==> config.mk <==
export PLATFORM = sky130hd
export DESIGN_NAME = bcx_bus_config
export DESIGN_NICKNAME = d
export VERILOG_FILES = /design/src/bcx_pkg.sv /design/src/bcx_bus_config.sv
export SDC_FILE = /design/constraint.sdc
export NUM_CORES = 1
export LEC_CHECK = 0
export ABC_AREA = 1
export BUFFER_PORTS_ARGS = -buffer_cell sky130_fd_sc_hd__buf_2
export CAP_MARGIN = 20
export CORE_ASPECT_RATIO = 0.75
export CORE_MARGIN = 2
export CORE_UTILIZATION = 50
export CTS_BUF_LIST = sky130_fd_sc_hd__clkbuf_16
export CTS_CLUSTER_DIAMETER = 30
export DETAILED_ROUTE_END_ITERATION = 16
export GPL_TIMING_DRIVEN = 0
export HOLD_SLACK_MARGIN = 0.15
export PLACE_DENSITY = 0.82
export SLEW_MARGIN = 10
export SYNTH_ARGS = -nofsm -noshare
export SYNTH_HDL_FRONTEND = slang
export SYNTH_SLANG_ARGS = --single-unit
==> constraint.sdc <==
create_clock -name ref_clk -period 2 [get_ports ref_clk]
set_input_delay 0.2 -clock ref_clk [delete_from_list [all_inputs] [get_ports ref_clk]]
set_output_delay 0.2 -clock ref_clk [all_outputs]
set_load 0.01 [all_outputs]
==> src/bcx_pkg.sv <==
// Package for the bus configuration and extended pin mode block
package bcx_pkg;
   // Register indices on the plain register port
   localparam logic [5:0] BCX_IDX_COMMAND = 6'h00;
   localparam logic [5:0] BCX_IDX_DATA_BUS_CONFIG = 6'h01;
   localparam logic [5:0] BCX_IDX_SECOND_BUS_CONFIG = 6'h3F;
   // Field positions in the data bus configuration register
   localparam int BCX_BIT_EXT_ENABLE = 15;
   localparam int BCX_BIT_RSVD_HI = 14;
   localparam int BCX_BIT_LATCHED_RETRY = 13;
   localparam int BCX_BIT_SYNC_READY = 10;
   localparam int BCX_BIT_RSVD_LO = 5;
   // Command register soft reset bit
   localparam int BCX_BIT_SOFT_RESET = 7;
   // Second configuration: extra user output levels, bits 15..12
   localparam int BCX_EXTRA_USER_OUTPUTS_HI = 15;
   localparam int BCX_EXTRA_USER_OUTPUTS_LO = 12;
   // Masks
   localparam logic [15:0] BCX_HWRST_CLEAR_MASK = 16'h5FFF;
   localparam logic [15:0] BCX_RSVD_MASK = 16'hBFDF;
   localparam logic [15:0] BCX_ZERO16 = 16'h0000;
   localparam logic [15:0] BCX_CMD_RESET_VAL = 16'h0080;
   // Bus style pin value for the acknowledge style bus
   localparam logic BCX_BUS_STYLE_ACK = 1'b1;

   // Register port request
   typedef struct packed {
      logic [5:0] addr;
      logic [15:0] wdata;
      logic wr;
      logic rd;
   } bcx_req_s;

   // Encoder pin group, outputs with enables
   typedef struct packed {
      logic [3:0] val;
      logic [3:0] oe;
   } bcx_pins_s;
endpackage

==> src/bcx_bus_config.sv <==
// Data bus configuration register with extended pin mode logic
`timescale 1ns/10ps
// Functional notes
// RULE_01: Hardware reset clears bits 15 and 13 and keeps all other bits of the register.
// RULE_02: A software reset command leaves the configuration register unchanged.
// RULE_03: The host accesses the configuration register only while soft reset is set.
// RULE_04: Extended mode turns tx data, loopback, rx clock, rx data into user outputs 3..0.
// RULE_05: After hardware reset the four user output pins float until the register is rewritten.
// RULE_06: In extended mode the pins float until bus master, then follow the second register.
// RULE_07: Without extended mode the four pins serve the encoder interface.
// RULE_08: In extended mode tx clock is a termination input, active in async mode and style 1.
// RULE_09: The tx clock pin floats after reset until rewrite, and until bus master in ext mode.
// RULE_10: Without extended mode tx clock is the encoder clock input.
// RULE_11: Extended mode in async mode captures bus retry on the falling clock edge.
// RULE_12: Without extended mode bus retry is sampled on the rising clock edge.
// RULE_13: Hardware reset sets soft reset; the device idles until software clears it.
// RULE_14: Async mode synchronises ready inputs on the falling edge in the second state.
// RULE_15: Software writes zero to reserved bits 14 and 5, which read back as zero.
module bcx_bus_config
   import bcx_pkg::*;
(
   // Clock and reset
   input wire logic ref_clk,
   input wire logic rst_n,
   // Register port
   input wire bcx_req_s req,
   output logic [15:0] rdata,
   // Bus state and strobes
   input wire logic bus_master,
   input wire logic bus_style_select_pin,
   input wire logic dma_second_state,
   input wire logic ready_input,
   input wire logic [1:0] transfer_acknowledge_inputs,
   input wire logic bus_retry_input,
   // Encoder side outputs from the internal encoder
   input wire logic enc_tx_data,
   input wire logic enc_loopback,
   input wire logic enc_rx_clock_out,
   input wire logic enc_rx_data_out,
   input wire logic enc_pins_drive,
   // Repurposable pins: 3 tx data, 2 loopback, 1 rx clock, 0 rx data
   input wire logic [3:0] enc_pins_in,
   output bcx_pins_s enc_pins,
   // Transmit clock pin
   input wire logic encoder_tx_clock_pin,
   output logic enc_tx_clock,
   output logic sync_memory_termination,
   // Results
   output logic bus_retry_seen,
   output logic ready_seen,
   output logic device_operational,
   output logic [15:0] data_bus_configuration,
   output logic [15:0] second_bus_configuration
);

   // Reset release through two flops
   logic rst_s1_q;
   logic rst_s2_q;
   logic hw_rst_d1_q;
   logic [15:0] dbc_q;
   logic [15:0] dbc_d;
   logic [15:0] dbc2_q;
   logic [15:0] dbc2_d;
   logic [15:0] cmd_q;
   logic [15:0] cmd_d;
   logic rewritten_q;
   logic rewritten_d;
   logic retry_rise_q;
   logic retry_fall_q;
   logic ready_fall_q;
   logic ready_rise_q;
   logic [15:0] rdata_q;
   logic [15:0] rdata_d;

   always_ff @(posedge ref_clk or negedge rst_n) begin
      if (!rst_n) begin
         rst_s1_q <= 1'b0;
         rst_s2_q <= 1'b0;
      end else begin
         rst_s1_q <= 1'b1;
         rst_s2_q <= rst_s1_q;
      end
   end

   wire logic rst_int_n = rst_s2_q;

   // Decode
   wire logic soft_reset = cmd_q[BCX_BIT_SOFT_RESET];
   wire logic ext_mode = dbc_q[BCX_BIT_EXT_ENABLE];
   wire logic async_mode = ~dbc_q[BCX_BIT_SYNC_READY];
   wire logic sel_cmd = req.addr == BCX_IDX_COMMAND;
   wire logic sel_dbc = req.addr == BCX_IDX_DATA_BUS_CONFIG;
   wire logic sel_dbc2 = req.addr == BCX_IDX_SECOND_BUS_CONFIG;
   wire logic wr_dbc = req.wr & sel_dbc & soft_reset; // RULE_03
   wire logic rd_dbc = sel_dbc & soft_reset; // RULE_03
   wire logic pins_live = rewritten_q & ext_mode & bus_master; // RULE_05 RULE_06 RULE_09
   wire logic enc_normal = ~ext_mode; // RULE_07 RULE_10

   // Next values of the registers
   always_comb begin
      dbc_d = dbc_q;
      dbc2_d = dbc2_q;
      cmd_d = cmd_q;
      rewritten_d = rewritten_q;
      if (wr_dbc) begin
         dbc_d = req.wdata & BCX_RSVD_MASK; // RULE_15
         rewritten_d = 1'b1;
      end
      if (req.wr && sel_dbc2) begin
         dbc2_d = req.wdata;
      end
      if (req.wr && sel_cmd) begin
         cmd_d = req.wdata; // RULE_02 RULE_13
      end
   end

   // Read mux
   assign rdata_d = !req.rd ? BCX_ZERO16 :
                    rd_dbc ? dbc_q :
                    sel_dbc2 ? dbc2_q :
                    sel_cmd ? cmd_q : BCX_ZERO16;

   // Hardware reset marker, one cycle after release
   always_ff @(posedge ref_clk or negedge rst_n) begin
      if (!rst_n) begin
         hw_rst_d1_q <= 1'b1;
      end else begin
         hw_rst_d1_q <= ~rst_int_n;
      end
   end

   // Configuration keeps its bits through reset except 15 and 13
   always_ff @(posedge ref_clk) begin
      if (hw_rst_d1_q) begin
         dbc_q <= dbc_q & BCX_HWRST_CLEAR_MASK; // RULE_01
      end else begin
         dbc_q <= dbc_d;
      end
   end

   // Control registers with defined reset
   always_ff @(posedge ref_clk or negedge rst_int_n) begin
      if (!rst_int_n) begin
         cmd_q <= BCX_CMD_RESET_VAL; // RULE_13
         dbc2_q <= BCX_ZERO16;
         rewritten_q <= 1'b0; // RULE_05
         rdata_q <= BCX_ZERO16;
      end else begin
         cmd_q <= cmd_d;
         dbc2_q <= dbc2_d;
         rewritten_q <= rewritten_d;
         rdata_q <= rdata_d;
      end
   end

   // Bus retry sampled on both edges
   always_ff @(posedge ref_clk or negedge rst_int_n) begin
      if (!rst_int_n) begin
         retry_rise_q <= 1'b0;
         ready_rise_q <= 1'b0;
      end else begin
         retry_rise_q <= bus_retry_input; // RULE_12
         ready_rise_q <= bus_style_select_pin ? |transfer_acknowledge_inputs : ready_input;
      end
   end

   always_ff @(negedge ref_clk or negedge rst_int_n) begin
      if (!rst_int_n) begin
         retry_fall_q <= 1'b0;
         ready_fall_q <= 1'b0;
      end else begin
         retry_fall_q <= bus_retry_input; // RULE_11
         if (dma_second_state) begin
            ready_fall_q <= bus_style_select_pin ? |transfer_acknowledge_inputs
                                                 : ready_input; // RULE_14
         end
      end
   end

   assign bus_retry_seen = (ext_mode & async_mode) ? retry_fall_q : retry_rise_q; // RULE_11 RULE_12
   assign ready_seen = async_mode ? ready_fall_q : ready_rise_q; // RULE_14

   // Pin drivers for the four repurposable pins
   assign enc_pins.val = pins_live ? dbc2_q[BCX_EXTRA_USER_OUTPUTS_HI:BCX_EXTRA_USER_OUTPUTS_LO] // RULE_04
                       : {enc_tx_data, enc_loopback, enc_rx_clock_out, enc_rx_data_out};
   assign enc_pins.oe = pins_live ? 4'hF
                      : ((enc_normal & rewritten_q & enc_pins_drive) ? 4'hF : 4'h0); // RULE_07

   // Transmit clock pin roles
   assign enc_tx_clock = (enc_normal & rewritten_q) ? encoder_tx_clock_pin : 1'b0; // RULE_10
   assign sync_memory_termination = pins_live & async_mode
                                  & (bus_style_select_pin == BCX_BUS_STYLE_ACK)
                                  & encoder_tx_clock_pin; // RULE_08 RULE_09

   // Status outputs
   assign device_operational = ~soft_reset; // RULE_13
   assign rdata = rdata_q;
   assign data_bus_configuration = dbc_q;
   assign second_bus_configuration = dbc2_q;

endmodule // bcx_bus_config

After elaboration in Yosys (flattened, before gate mapping)
Index checks and enable logic that the tools add are counted.
- flip-flop bits (word level): 70
- bits of input ports: 43
- output and inout bits: 61
- word-level logic and storage cells: 47
- equal/unequal tests: 2
- mux-type cells: 11
- bitwise gates (word level): 16
- reductions and logical operators: 5
- operators with widths (kind ; count):
    $mux 16 ; 4
    $mux 4 ; 3
    $and 1x1->1 ; 11
    $eq 6x1->1 const B ; 1
    $eq 6x6->1 const B ; 1
    $logic_not 6->1 ; 1
    $not 1->1 ; 5
    $mux 1 ; 4
    $logic_and 1x1->1 ; 2
    $reduce_and 2->1 ; 1
    $reduce_or 2->1 ; 1

Logic depth before layout (Yosys ltp)
Gate-level depths: netlist (run 1).
- depth after elaboration: 5
- depth in mapped cells: 8
- depth with buffers taken out: 8

==> reports/results.ini, run 1 <==
[worst_setup_path]
critPathMaxFanout = 2
critPathLaunchType = flip-flop
r2r-start = cmd_q[7]$_DFFE_PN1P_
worst_setup_path_startpoint = ready_fall_q$_DFFE_NN0P_
crit_required_ns = 1.80
critPathKind = reg2out
end_kind = output pin
crit_arrival_ns = 2.01

[synth]
post_synth_num_cell_types = 28
avgSynthCellArea_sq_um = 9.43
synth_compound_area_share_pct = 10.9
synthesis.area_sq_mm = 0.00326
ys.flop_type = dfrtp_1
ys_top_cells_by_count = 75 x nand2_1, 52 x dfrtp_1, 48 x inv_1
synth-simple-area-share_pct = 21.7
yosysMostFrequentCell = nand2_1
yosysTopAreaCellShare_pct = 39.9
synthAdderAreaFrac_pct = 0
synth-seq-cells = 70
netlist_instances = 346
muxShareOfSynthArea_pct = 1.38
seq_area_frac_synth_pct = 55.3
netlist_top_cells_area = dfrtp_1 40%, edfxtp_1 11%, nand2_1 8.6%
synth_xor_area_share_pct = 0
synth-edff-count = 12
yosysWarnings = 0
synth_top_area_cell = dfrtp_1
synth_top_family_by_area = simple AND/OR/NAND/NOR gates
synthArstFlopShare_pct = 80.0

[place]
gp_congestion = 0.813
port_buffers = 97
dp_hpwl_um = 5740
placed_area_sq_mm = 0.00388

[grt]
grt_usage_pct = 24.7
grt_overflow_total = 0
antenna_found_initial = 0
grt_start_max_net_pins = 38
grt_pass1_wl_um = 13600
grt_pass1_vias = 2788

[final_layout]
nNetsFinal = 516
fin_area_sq_mm = 0.00438
drive_gt1_share_pct = 38.9
multi_input_area_sq_mm = 0.00113
diodes = 0
area_growth_pct = 34.3
nFillCells = 462
regArea_sq_mm = 0.00181

[timing]
whs_ns = 0.156
slew_violations = 0
hold_violations = 0
setup_viol_count_final = 2
rsz0062_at_grt = true
worst_clock_skew_ns = 0.00858
layout_setup_ws_ns = -0.210

[drt]
dr.first_iter.drc_count = 177
avgRoutedWirePerCell_um = 16.1
drt_wl_total_um = 9020
routed_via_density = 5.15
drtPass1Iterations = 4
ant_nets = 0
drc = 0
vias = 2880

[worst_hold_path]
hold_class = in2reg
hp-start = req[7]

[clock_tree]
clock_latency_ns = 0.33
clock-root-buffer = clkbuf_16
htree_num_levels = 3
clk_pin_slew_worst_paths_ns = 0.06
clockBufferDepth = 2
cts.sinks = 70
cts_inserted_buffers = 9
cts_tree = done

[floorplan]
die_x_um = 97.3
fp.coreArea_sq_mm = 0.00632
die_h_um = 74.0
dieArea_sq_mm = 0.00719
ios = 104
rows = 25
start_util_pct = 51.6

[outcome]
outcome = finished, violations left
violations = setup timing

[pwr]
cellPowerDensity_mw_per_mm2 = 845
p_total_uw = 3710
peakVddDrop_uv = 415
leakagePower_uw = 0.00238

[run]
drv_cap = 0

## path summary, 6_finish.rpt
check	to	slack, ns	cells after the start
max in group asynchronous	ready_fall_q$_DFFE_NN0P_	0.32	1
max	ready_seen	-0.21	3
min reg2reg	rdata[12]$_DFF_PN0_	0.21	0
max reg2reg	data_bus_configuration[1]$_DFFE_PP_	0.18	7
min in group asynchronous	rdata[12]$_DFF_PN0_	0.21	0
min	cmd_q[5]$_DFFE_PN0P_	0.16	3
## layout by cell type, fill, tap and decap left out, types with 12 or more instances in the layout
cell	n
nand3_1	26
edfxtp_1	12
nor2_1	30
nand2_1	75
dlygate4sd3_1	16
buf_2	97
inv_1	48
dfrtp_1	51
o21ai_2	32
## final cells by class
| type | instances | share of cell area (%) |
|---|---|---|
| clock inverters | 7 | 2.03 |
| well taps | 81 | 2.31 |
| plain buffers | 15 | 3.11 |
| flip-flops and latches | 70 | 41.2 |
| multi-input cells | 207 | 25.7 |
| clock buffers | 9 | 5.14 |
| inverters | 55 | 4.74 |
| repair buffers | 115 | 15.8 |
## power by group
group | switching [uW] | internal, uW | leakage (uW)
combinational | 235 | 180 | 0.00137
clock | 581 | 1080 | 0.000155
sequential | 77.2 | 1550 | 0.000860
## metrics by stage
| stage | setup slack [ns] | utilization (%) | setup TNS [ns] | std cells |
|---|---|---|---|---|
| final | -0.210 | 69.4 | -0.402 | 559 |
| after global routing | -0.241 | 69.4 | -0.470 | 559 |
| after CTS | -0.210 | 69.0 | -0.393 | 558 |
| after detailed placement | -0.229 | 61.4 | -2.74 | 526 |
| after global placement | -0.585 | 61.0 | -7.40 | 525 |
| after floorplan | 0.125 | - | 0 | 347 |
## layer usage
metal	global-route usage (%)	wire, um	part of all wire (%)	vias to the layer above
met1	31.1	3450	38	1378
met2	43.2	4560	51	137
li1	-	-	-	1344
met3	6.30	752	8.3	21
met5	0	0	0	-
met4	7.87	255	2.8	0
## logic make-up (layout without fill, tap and decap cells)
| kind of cell | Yosys count | after routing |
|---|---|---|
| and+or+nand+nor | 153 | 153 |
| DFF | 70 | 70 |
| buffers and inverters | 70 | 201 |
| AOI/OAI and AO/OA | 47 | 47 |
| muxes | 4 | 4 |
| other | 2 | 3 |
## state kept, by name (all words and copies together) (netlist names)
signal,cells
cmd_q,16
rdata,16
second_bus_configuration,16
data_bus_configuration,14
hw_rst_d1_q,1
ready_fall_q,1
ready_rise_q,1
retry_fall_q,1
retry_rise_q,1
rewritten_q,1
rst_int_n,1
rst_s1_q,1
## worst max-delay path: stages (launching register included)
cell     delay, ns
dfrtn_1       0.40
inv_2         0.04
o21ai_1       0.10
buf_2         0.14
## what timing repair did
item	in CTS	in global routing
setup buffers	0	1
hold buffers	16	0
endpoints found under the hold margin	18	0
resized for setup	2	2
endpoints found under the setup margin	14	15
pin swaps	2	1
Power figures use the tool's default switching activity.
==> inputs of run 2 (changes only) <==
==> constraint.sdc (replaced) <==
create_clock -name ref_clk -period 2 [get_ports ref_clk]
set_input_delay 0.3 -clock ref_clk [delete_from_list [all_inputs] [get_ports ref_clk]]
set_output_delay 0.3 -clock ref_clk [all_outputs]
set_load 0.01 [all_outputs]
==> run 2 against run 1 <==
Compared with the run above:
- the flow still finishes with violations (setup timing)
- cell area decreased by 3.2%
- clock skew shrank 0.00050 ns
- worst hold slack improved by 0.0021 ns
- global-route usage is 0.50 points lower
- critical path depth unchanged
- final cell count shrank 2.5%
- sequential power about the same
- first-iteration DRC count increased by 1.1%
- critical path type unchanged
==> reports/results.ini, run 2 (synthesized netlist as in run 1, its figures left out) <==
[outcome]
outcome = finished, violations left  ; unchanged
violations = setup timing  ; unchanged

[worst_setup_path]
cp.depth = 3  ; unchanged
crit_family = flip-flops  ; unchanged
critPathKind = reg2out  ; unchanged
worst_setup_path_startpoint = ready_fall_q$_DFFE_NN0P_  ; unchanged
end_kind = output pin  ; unchanged
cpMaxStageDelayCell = dfrtn_1  ; unchanged
ff2ff_path_depth = 7  ; unchanged
r2r-start = cmd_q[7]$_DFFE_PN1P_  ; unchanged
crit_required_ns = 1.70  ; was 1.80 ns
crit_path_end = ready_seen  ; unchanged
crit_buf_inv = 2  ; unchanged
r2r_slack_ns = 0.19  ; was 0.18 ns
r2r-end = data_bus_configuration[10]$_DFFE_PP_  ; was data_bus_configuration[1]$_DFFE_PP_
crit_arrival_ns = 2.01  ; about the same
critPathMaxFanout = 2  ; unchanged
critical_path.max_stage_delay_ns = 0.40  ; about the same
critPathLaunchType = flip-flop  ; unchanged
crit_chain = inv_2, o21ai_1, buf_2  ; unchanged

[timing]
tns_ns = -0.600  ; was -0.402 ns
worst_clock_skew_ns = 0.00808  ; was 0.00858 ns
layout_setup_ws_ns = -0.307  ; was -0.210 ns
slew_violations = 0  ; unchanged
hold_violations = 0  ; unchanged
setup_viol_count_final = 2  ; unchanged
rsz0062_at_grt = true  ; unchanged

[drt]
drtPass1Iterations = 4  ; unchanged
drt_wl_total_um = 8820  ; was 9020 um
routed_via_density = 5.11  ; was 5.15
drc = 0  ; unchanged
dr.first_iter.drc_count = 179  ; was 177
ant_nets = 0  ; unchanged
vias = 2787  ; was 2880
avgRoutedWirePerCell_um = 16.2  ; was 16.1 um

[run]
drv_cap = 0  ; unchanged

[place]
gp_congestion = 0.813  ; unchanged
port_buffers = 97  ; unchanged
dp_hpwl_um = 5740  ; unchanged
placed_area_sq_mm = 0.00388  ; unchanged
pre_cts_ws_ns = -0.329  ; was -0.229 ns

[clock_tree]
htree_num_levels = 3  ; unchanged
cts.sinks = 70  ; unchanged
clock_latency_ns = 0.33  ; about the same
clockBufferDepth = 2  ; unchanged
clock-root-buffer = clkbuf_16  ; unchanged
cts_tree = done  ; unchanged
clk_pin_slew_worst_paths_ns = 0.06  ; about the same
cts_inserted_buffers = 9  ; unchanged

[final_layout]
mostFrequentLayoutCells = 97 x buf_2, 75 x nand2_1, 51 x dfrtp_1  ; unchanged
fin_area_sq_mm = 0.00424  ; was 0.00438 sq mm
mostFrequentLayoutCell = buf_2  ; unchanged
nNetsFinal = 502  ; was 516
diodes = 0  ; unchanged
drive_gt1_share_pct = 40.1  ; was 38.9%
area_growth_pct = 30.0  ; was 34.3%

[floorplan]
die_h_um = 74.0  ; unchanged
rows = 25  ; unchanged
dieArea_sq_mm = 0.00719  ; unchanged
fp.coreArea_sq_mm = 0.00632  ; unchanged
start_util_pct = 51.6  ; unchanged
ios = 104  ; unchanged
die_x_um = 97.3  ; unchanged

[grt]
grt_pass1_wl_um = 13300  ; was 13600 um
antenna_found_initial = 0  ; unchanged
grt_overflow_total = 0  ; unchanged
grt_start_max_net_pins = 38  ; unchanged
grt_usage_pct = 24.2  ; was 24.7%
grt_pass1_vias = 2736  ; was 2788

[pwr]
peakVddDrop_uv = 413  ; was 415 uV
cellPowerDensity_mw_per_mm2 = 868  ; was 845 mW/mm^2
leakagePower_uw = 0.00232  ; was 0.00238 uW

[worst_hold_path]
hold_class = in2reg  ; unchanged

## run 2: changes by cell type in the layout (fill, tap and decap cells not counted)
cell | before | now
dlygate4sd3_1 | 16 | 2
## run 2: worst min path at each step
stage / start / endpoint / slack, ns / depth (start not counted)
CTS: req[8] / data_bus_configuration[6]$_DFFE_PP_ / 0.16 / 1
finish: req[5] / data_bus_configuration[3]$_DFFE_PP_ / 0.16 / 1
detailed placement: rst_n / rst_s1_q$_DFF_PN0_ / 0.1 / 1
global route: req[8] / data_bus_configuration[6]$_DFFE_PP_ / 0.15 / 1
floorplan: rst_n / rst_int_n$_DFF_PN0_ / 0.004 / 0
global placement: rst_n / rst_s1_q$_DFF_PN0_ / 0.1 / 1
## run 2: metal layers
metal	global-route usage [%]	vias to the layer above	share of wire (%)
met5	0	-	0
met4	7.41	0	1.6
met2	42.4	103	52
li1	-	1319	-
met3	6.20	11	7.0
met1	30.6	1354	40
## run 2: power by group
group | total (uW) | internal, uW | leakage, uW | switching (uW)
Sequential | 1630 | 1550 | 0.000860 | 77.2
Combinational | 390 | 161 | 0.00131 | 229
Clock | 1670 | 1080 | 0.000155 | 583
## run 2: final cells by class
| type | instances | area [sq um] |
|---|---|---|
| buffer | 15 | 136 |
| clock buffer | 9 | 225 |
| clock inverter | 7 | 88.8 |
| fill | 482 | 2080 |
| inverter | 55 | 208 |
| multi-input combinational | 207 | 1130 |
| sequential | 70 | 1810 |
| tap | 81 | 101 |
| timing repair buffer | 101 | 552 |
## run 2: timing repair
action                                  in CTS  in global routing
cloned                                       0                  0
buffers inserted                             0                  1
hold buffers                                 2                  0
endpoints found under the setup margin      14                 14
gates resized for setup                      2                  2
pin swaps                                    2                  1
hold endpoints to repair                     4                  0
## run 2: per-stage QoR
step                hold WS (ns)  total power [uW]  std cells  util, %
global route               0.154              3810        545     67.1
detailed placement        0.0961              2020        526     61.4
floorplan                0.00441              1850        347        -
finish                     0.158              3680        545     67.1
global placement          0.0959              2000        525     61.0
CTS                        0.156              3680        544     66.7
==> inputs of run 3 (changes only) <==
--- a/config.mk
+++ b/config.mk
@@ -6,12 +6,12 @@
 export NUM_CORES = 1
 export LEC_CHECK = 0
 export ABC_AREA = 1
-export BUFFER_PORTS_ARGS = -buffer_cell sky130_fd_sc_hd__buf_2
+export BUFFER_PORTS_ARGS = -buffer_cell sky130_fd_sc_hd__buf_4
 export CAP_MARGIN = 20
 export CORE_ASPECT_RATIO = 0.75
 export CORE_MARGIN = 2
 export CORE_UTILIZATION = 50
-export CTS_BUF_LIST = sky130_fd_sc_hd__clkbuf_16
+export CTS_BUF_LIST = sky130_fd_sc_hd__clkbuf_4 sky130_fd_sc_hd__clkbuf_8 sky130_fd_sc_hd__clkbuf_16
 export CTS_CLUSTER_DIAMETER = 30
 export DETAILED_ROUTE_END_ITERATION = 16
 export GPL_TIMING_DRIVEN = 0
==> run 3 against run 2 <==
Compared with the run above:
- the flow still finishes with violations (setup timing)
- total power down 11%
- final cell count up 2.4%
- utilization up 4.2 points
- via count up 0.39%
- register-to-register slack better by 0.03 ns
==> reports/results.ini, run 3 (synthesized netlist as in run 1, its figures left out) <==
[place]
dp.cells = 526  ; unchanged
placed_area_sq_mm = 0.00412  ; was 0.00388 sq mm
port_buffers = 97  ; unchanged
dp_hpwl_um = 5920  ; was 5740 um
gp_congestion = 0.829  ; was 0.813

[worst_setup_path]
r2r_slack_ns = 0.22  ; was 0.19 ns
crit_required_ns = 1.70  ; about the same
worst_setup_path_startpoint = ready_fall_q$_DFFE_NN0P_  ; unchanged
critical_path.max_stage_delay_ns = 0.40  ; about the same
critPathMaxFanout = 2  ; unchanged
crit_chain = inv_2, o21ai_2, buf_4  ; was inv_2, o21ai_1, buf_2
crit_path_end = ready_seen  ; unchanged
crit_family = flip-flops  ; unchanged
crit_buf_inv = 2  ; unchanged
cpMaxStageDelayCell = dfrtn_1  ; unchanged
critPathLaunchType = flip-flop  ; unchanged
end_kind = output pin  ; unchanged
r2r-end = data_bus_configuration[2]$_DFFE_PP_  ; was data_bus_configuration[10]$_DFFE_PP_
cp.depth = 3  ; unchanged
ff2ff_path_depth = 7  ; unchanged
crit_arrival_ns = 2.04  ; was 2.01 ns
critPathKind = reg2out  ; unchanged
r2r-start = cmd_q[7]$_DFFE_PN1P_  ; unchanged

[timing]
worst_clock_skew_ns = 0.0104  ; was 0.00808 ns
setup_viol_count_final = 2  ; unchanged
slew_violations = 0  ; unchanged
hold_violations = 0  ; unchanged
rsz0062_at_grt = true  ; unchanged
layout_setup_ws_ns = -0.335  ; was -0.307 ns

[floorplan]
start_util_pct = 51.6  ; unchanged
fp.coreArea_sq_mm = 0.00632  ; unchanged
die_x_um = 97.3  ; unchanged
die_h_um = 74.0  ; unchanged
ios = 104  ; unchanged
dieArea_sq_mm = 0.00719  ; unchanged
rows = 25  ; unchanged

[drt]
avgRoutedWirePerCell_um = 15.6  ; was 16.2 um
drc = 0  ; unchanged
ant_nets = 0  ; unchanged
vias = 2798  ; was 2787
routed_via_density = 5.01  ; was 5.11
dr.first_iter.drc_count = 174  ; was 179
drt_wl_total_um = 8680  ; was 8820 um
drtPass1Iterations = 5  ; was 4

[clock_tree]
clockBufferDepth = 2  ; unchanged
clock_latency_ns = 0.34  ; was 0.33 ns
cts_inserted_buffers = 9  ; unchanged
cts_tree = done  ; unchanged
htree_num_levels = 3  ; unchanged
clock-root-buffer = clkbuf_8  ; was clkbuf_16
clk_pin_slew_worst_paths_ns = 0.07  ; was 0.06 ns
cts.sinks = 70  ; unchanged

[final_layout]
post-route-util_pct = 71.3  ; was 67.1%
nNetsFinal = 515  ; was 502
mostFrequentLayoutCell = buf_4  ; was buf_2
drive_gt1_share_pct = 39.6  ; was 40.1%
fin_area_sq_mm = 0.00451  ; was 0.00424 sq mm
fin_cells = 558  ; was 545
area_growth_pct = 38.2  ; was 30.0%
diodes = 0  ; unchanged
mostFrequentLayoutCells = 104 x buf_4, 75 x nand2_1, 51 x dfrtp_1  ; was 97 x buf_2, 75 x nand2_1, 51 x dfrtp_1

[grt]
antenna_found_initial = 0  ; unchanged
grt_pass1_wl_um = 13600  ; was 13300 um
grt_overflow_total = 0  ; unchanged
grt_usage_pct = 24.4  ; was 24.2%
grt_start_max_net_pins = 35  ; was 38
grt_pass1_vias = 2820  ; was 2736

[pwr]
cellPowerDensity_mw_per_mm2 = 727  ; was 868 mW/mm^2
leakagePower_uw = 0.00239  ; was 0.00232 uW
peakVddDrop_uv = 376  ; was 413 uV

[worst_hold_path]
hold_class = in2reg  ; unchanged

[outcome]
outcome = finished, violations left  ; unchanged
violations = setup timing  ; unchanged

[run]
drv_cap = 0  ; unchanged

## run 3: cell count changes in the layout (fill, tap and decap cells not counted), sizes merged
| cell | before | now |
|---|---|---|
| clkbuf | 9 | 14 |
| inv | 54 | 52 |
| dlygate4sd3 | 2 | 14 |
| buf | 114 | 115 |
| bufinv | 2 | 1 |
| clkinv | 5 | 4 |
| clkinvlp | 1 | 0 |
## run 3: area by class of cell
cell class	count	area, sq um
clock inverters	2	33.8
well taps	81	101
fillers	483	1810
multi-input cells	207	1130
plain buffers	15	136
repair buffers	114	920
clock buffers	14	174
inverters	55	208
flip-flops and latches	70	1810
## run 3: worst min path at each step
stage,from,slack [ns],cells past startpoint,end
finish,ready_input,0.20,3,ready_rise_q$_DFF_PN0_
global route,req[16],0.23,3,cmd_q[14]$_DFFE_PN0P_
detailed placement,rst_n,0.09,1,rst_s1_q$_DFF_PN0_
global placement,rst_n,0.09,1,rst_s1_q$_DFF_PN0_
CTS,ready_input,0.19,3,ready_rise_q$_DFF_PN0_
floorplan,rst_n,0.004,0,rst_int_n$_DFF_PN0_
## run 3: stage by stage
step	hold WS, ns	setup WS [ns]	setup TNS [ns]	power (uW)
after floorplan	0.00441	0.0248	0	1850
after global placement	0.0895	-0.695	-8.73	2050
after detailed placement	0.0904	-0.362	-4.36	2080
after CTS	0.193	-0.344	-0.612	3280
after global routing	0.233	-0.363	-0.684	3400
final	0.205	-0.335	-0.602	3280
## run 3: power by group
group | switching [uW] | internal, uW
registers | 79.0 | 1550
clock network | 510 | 683
logic | 230 | 230
total | 819 | 2460
## run 3: timing repair
action / CTS / global route
buffers inserted: 0 / 2
endpoints found under the hold margin: 16 / 0
resized for setup: 3 / 2
pin swaps: 2 / 2
endpoints found under the setup margin: 14 / 14
hold buffers: 14 / 0
## run 3: worst reg2reg max path, cell delays in order (launching register included)
cell	delay, ns
dfstp_2	0.56
nand2_1	0.07
inv_1	0.05
nand2_1	0.04
nor2_1	0.23
nand2_1	0.20
nor2_4	0.17
buf_12	0.16
## run 3: per-layer routing
layer / track usage (%) / routed length [um] / up-vias
met1: 31.4 / 3630 / 1327
li1: - / - / 1344
met4: 6.48 / 112 / 0
met3: 8.18 / 633 / 14
met2: 40.8 / 4310 / 113
met5: 0 / 0 / -
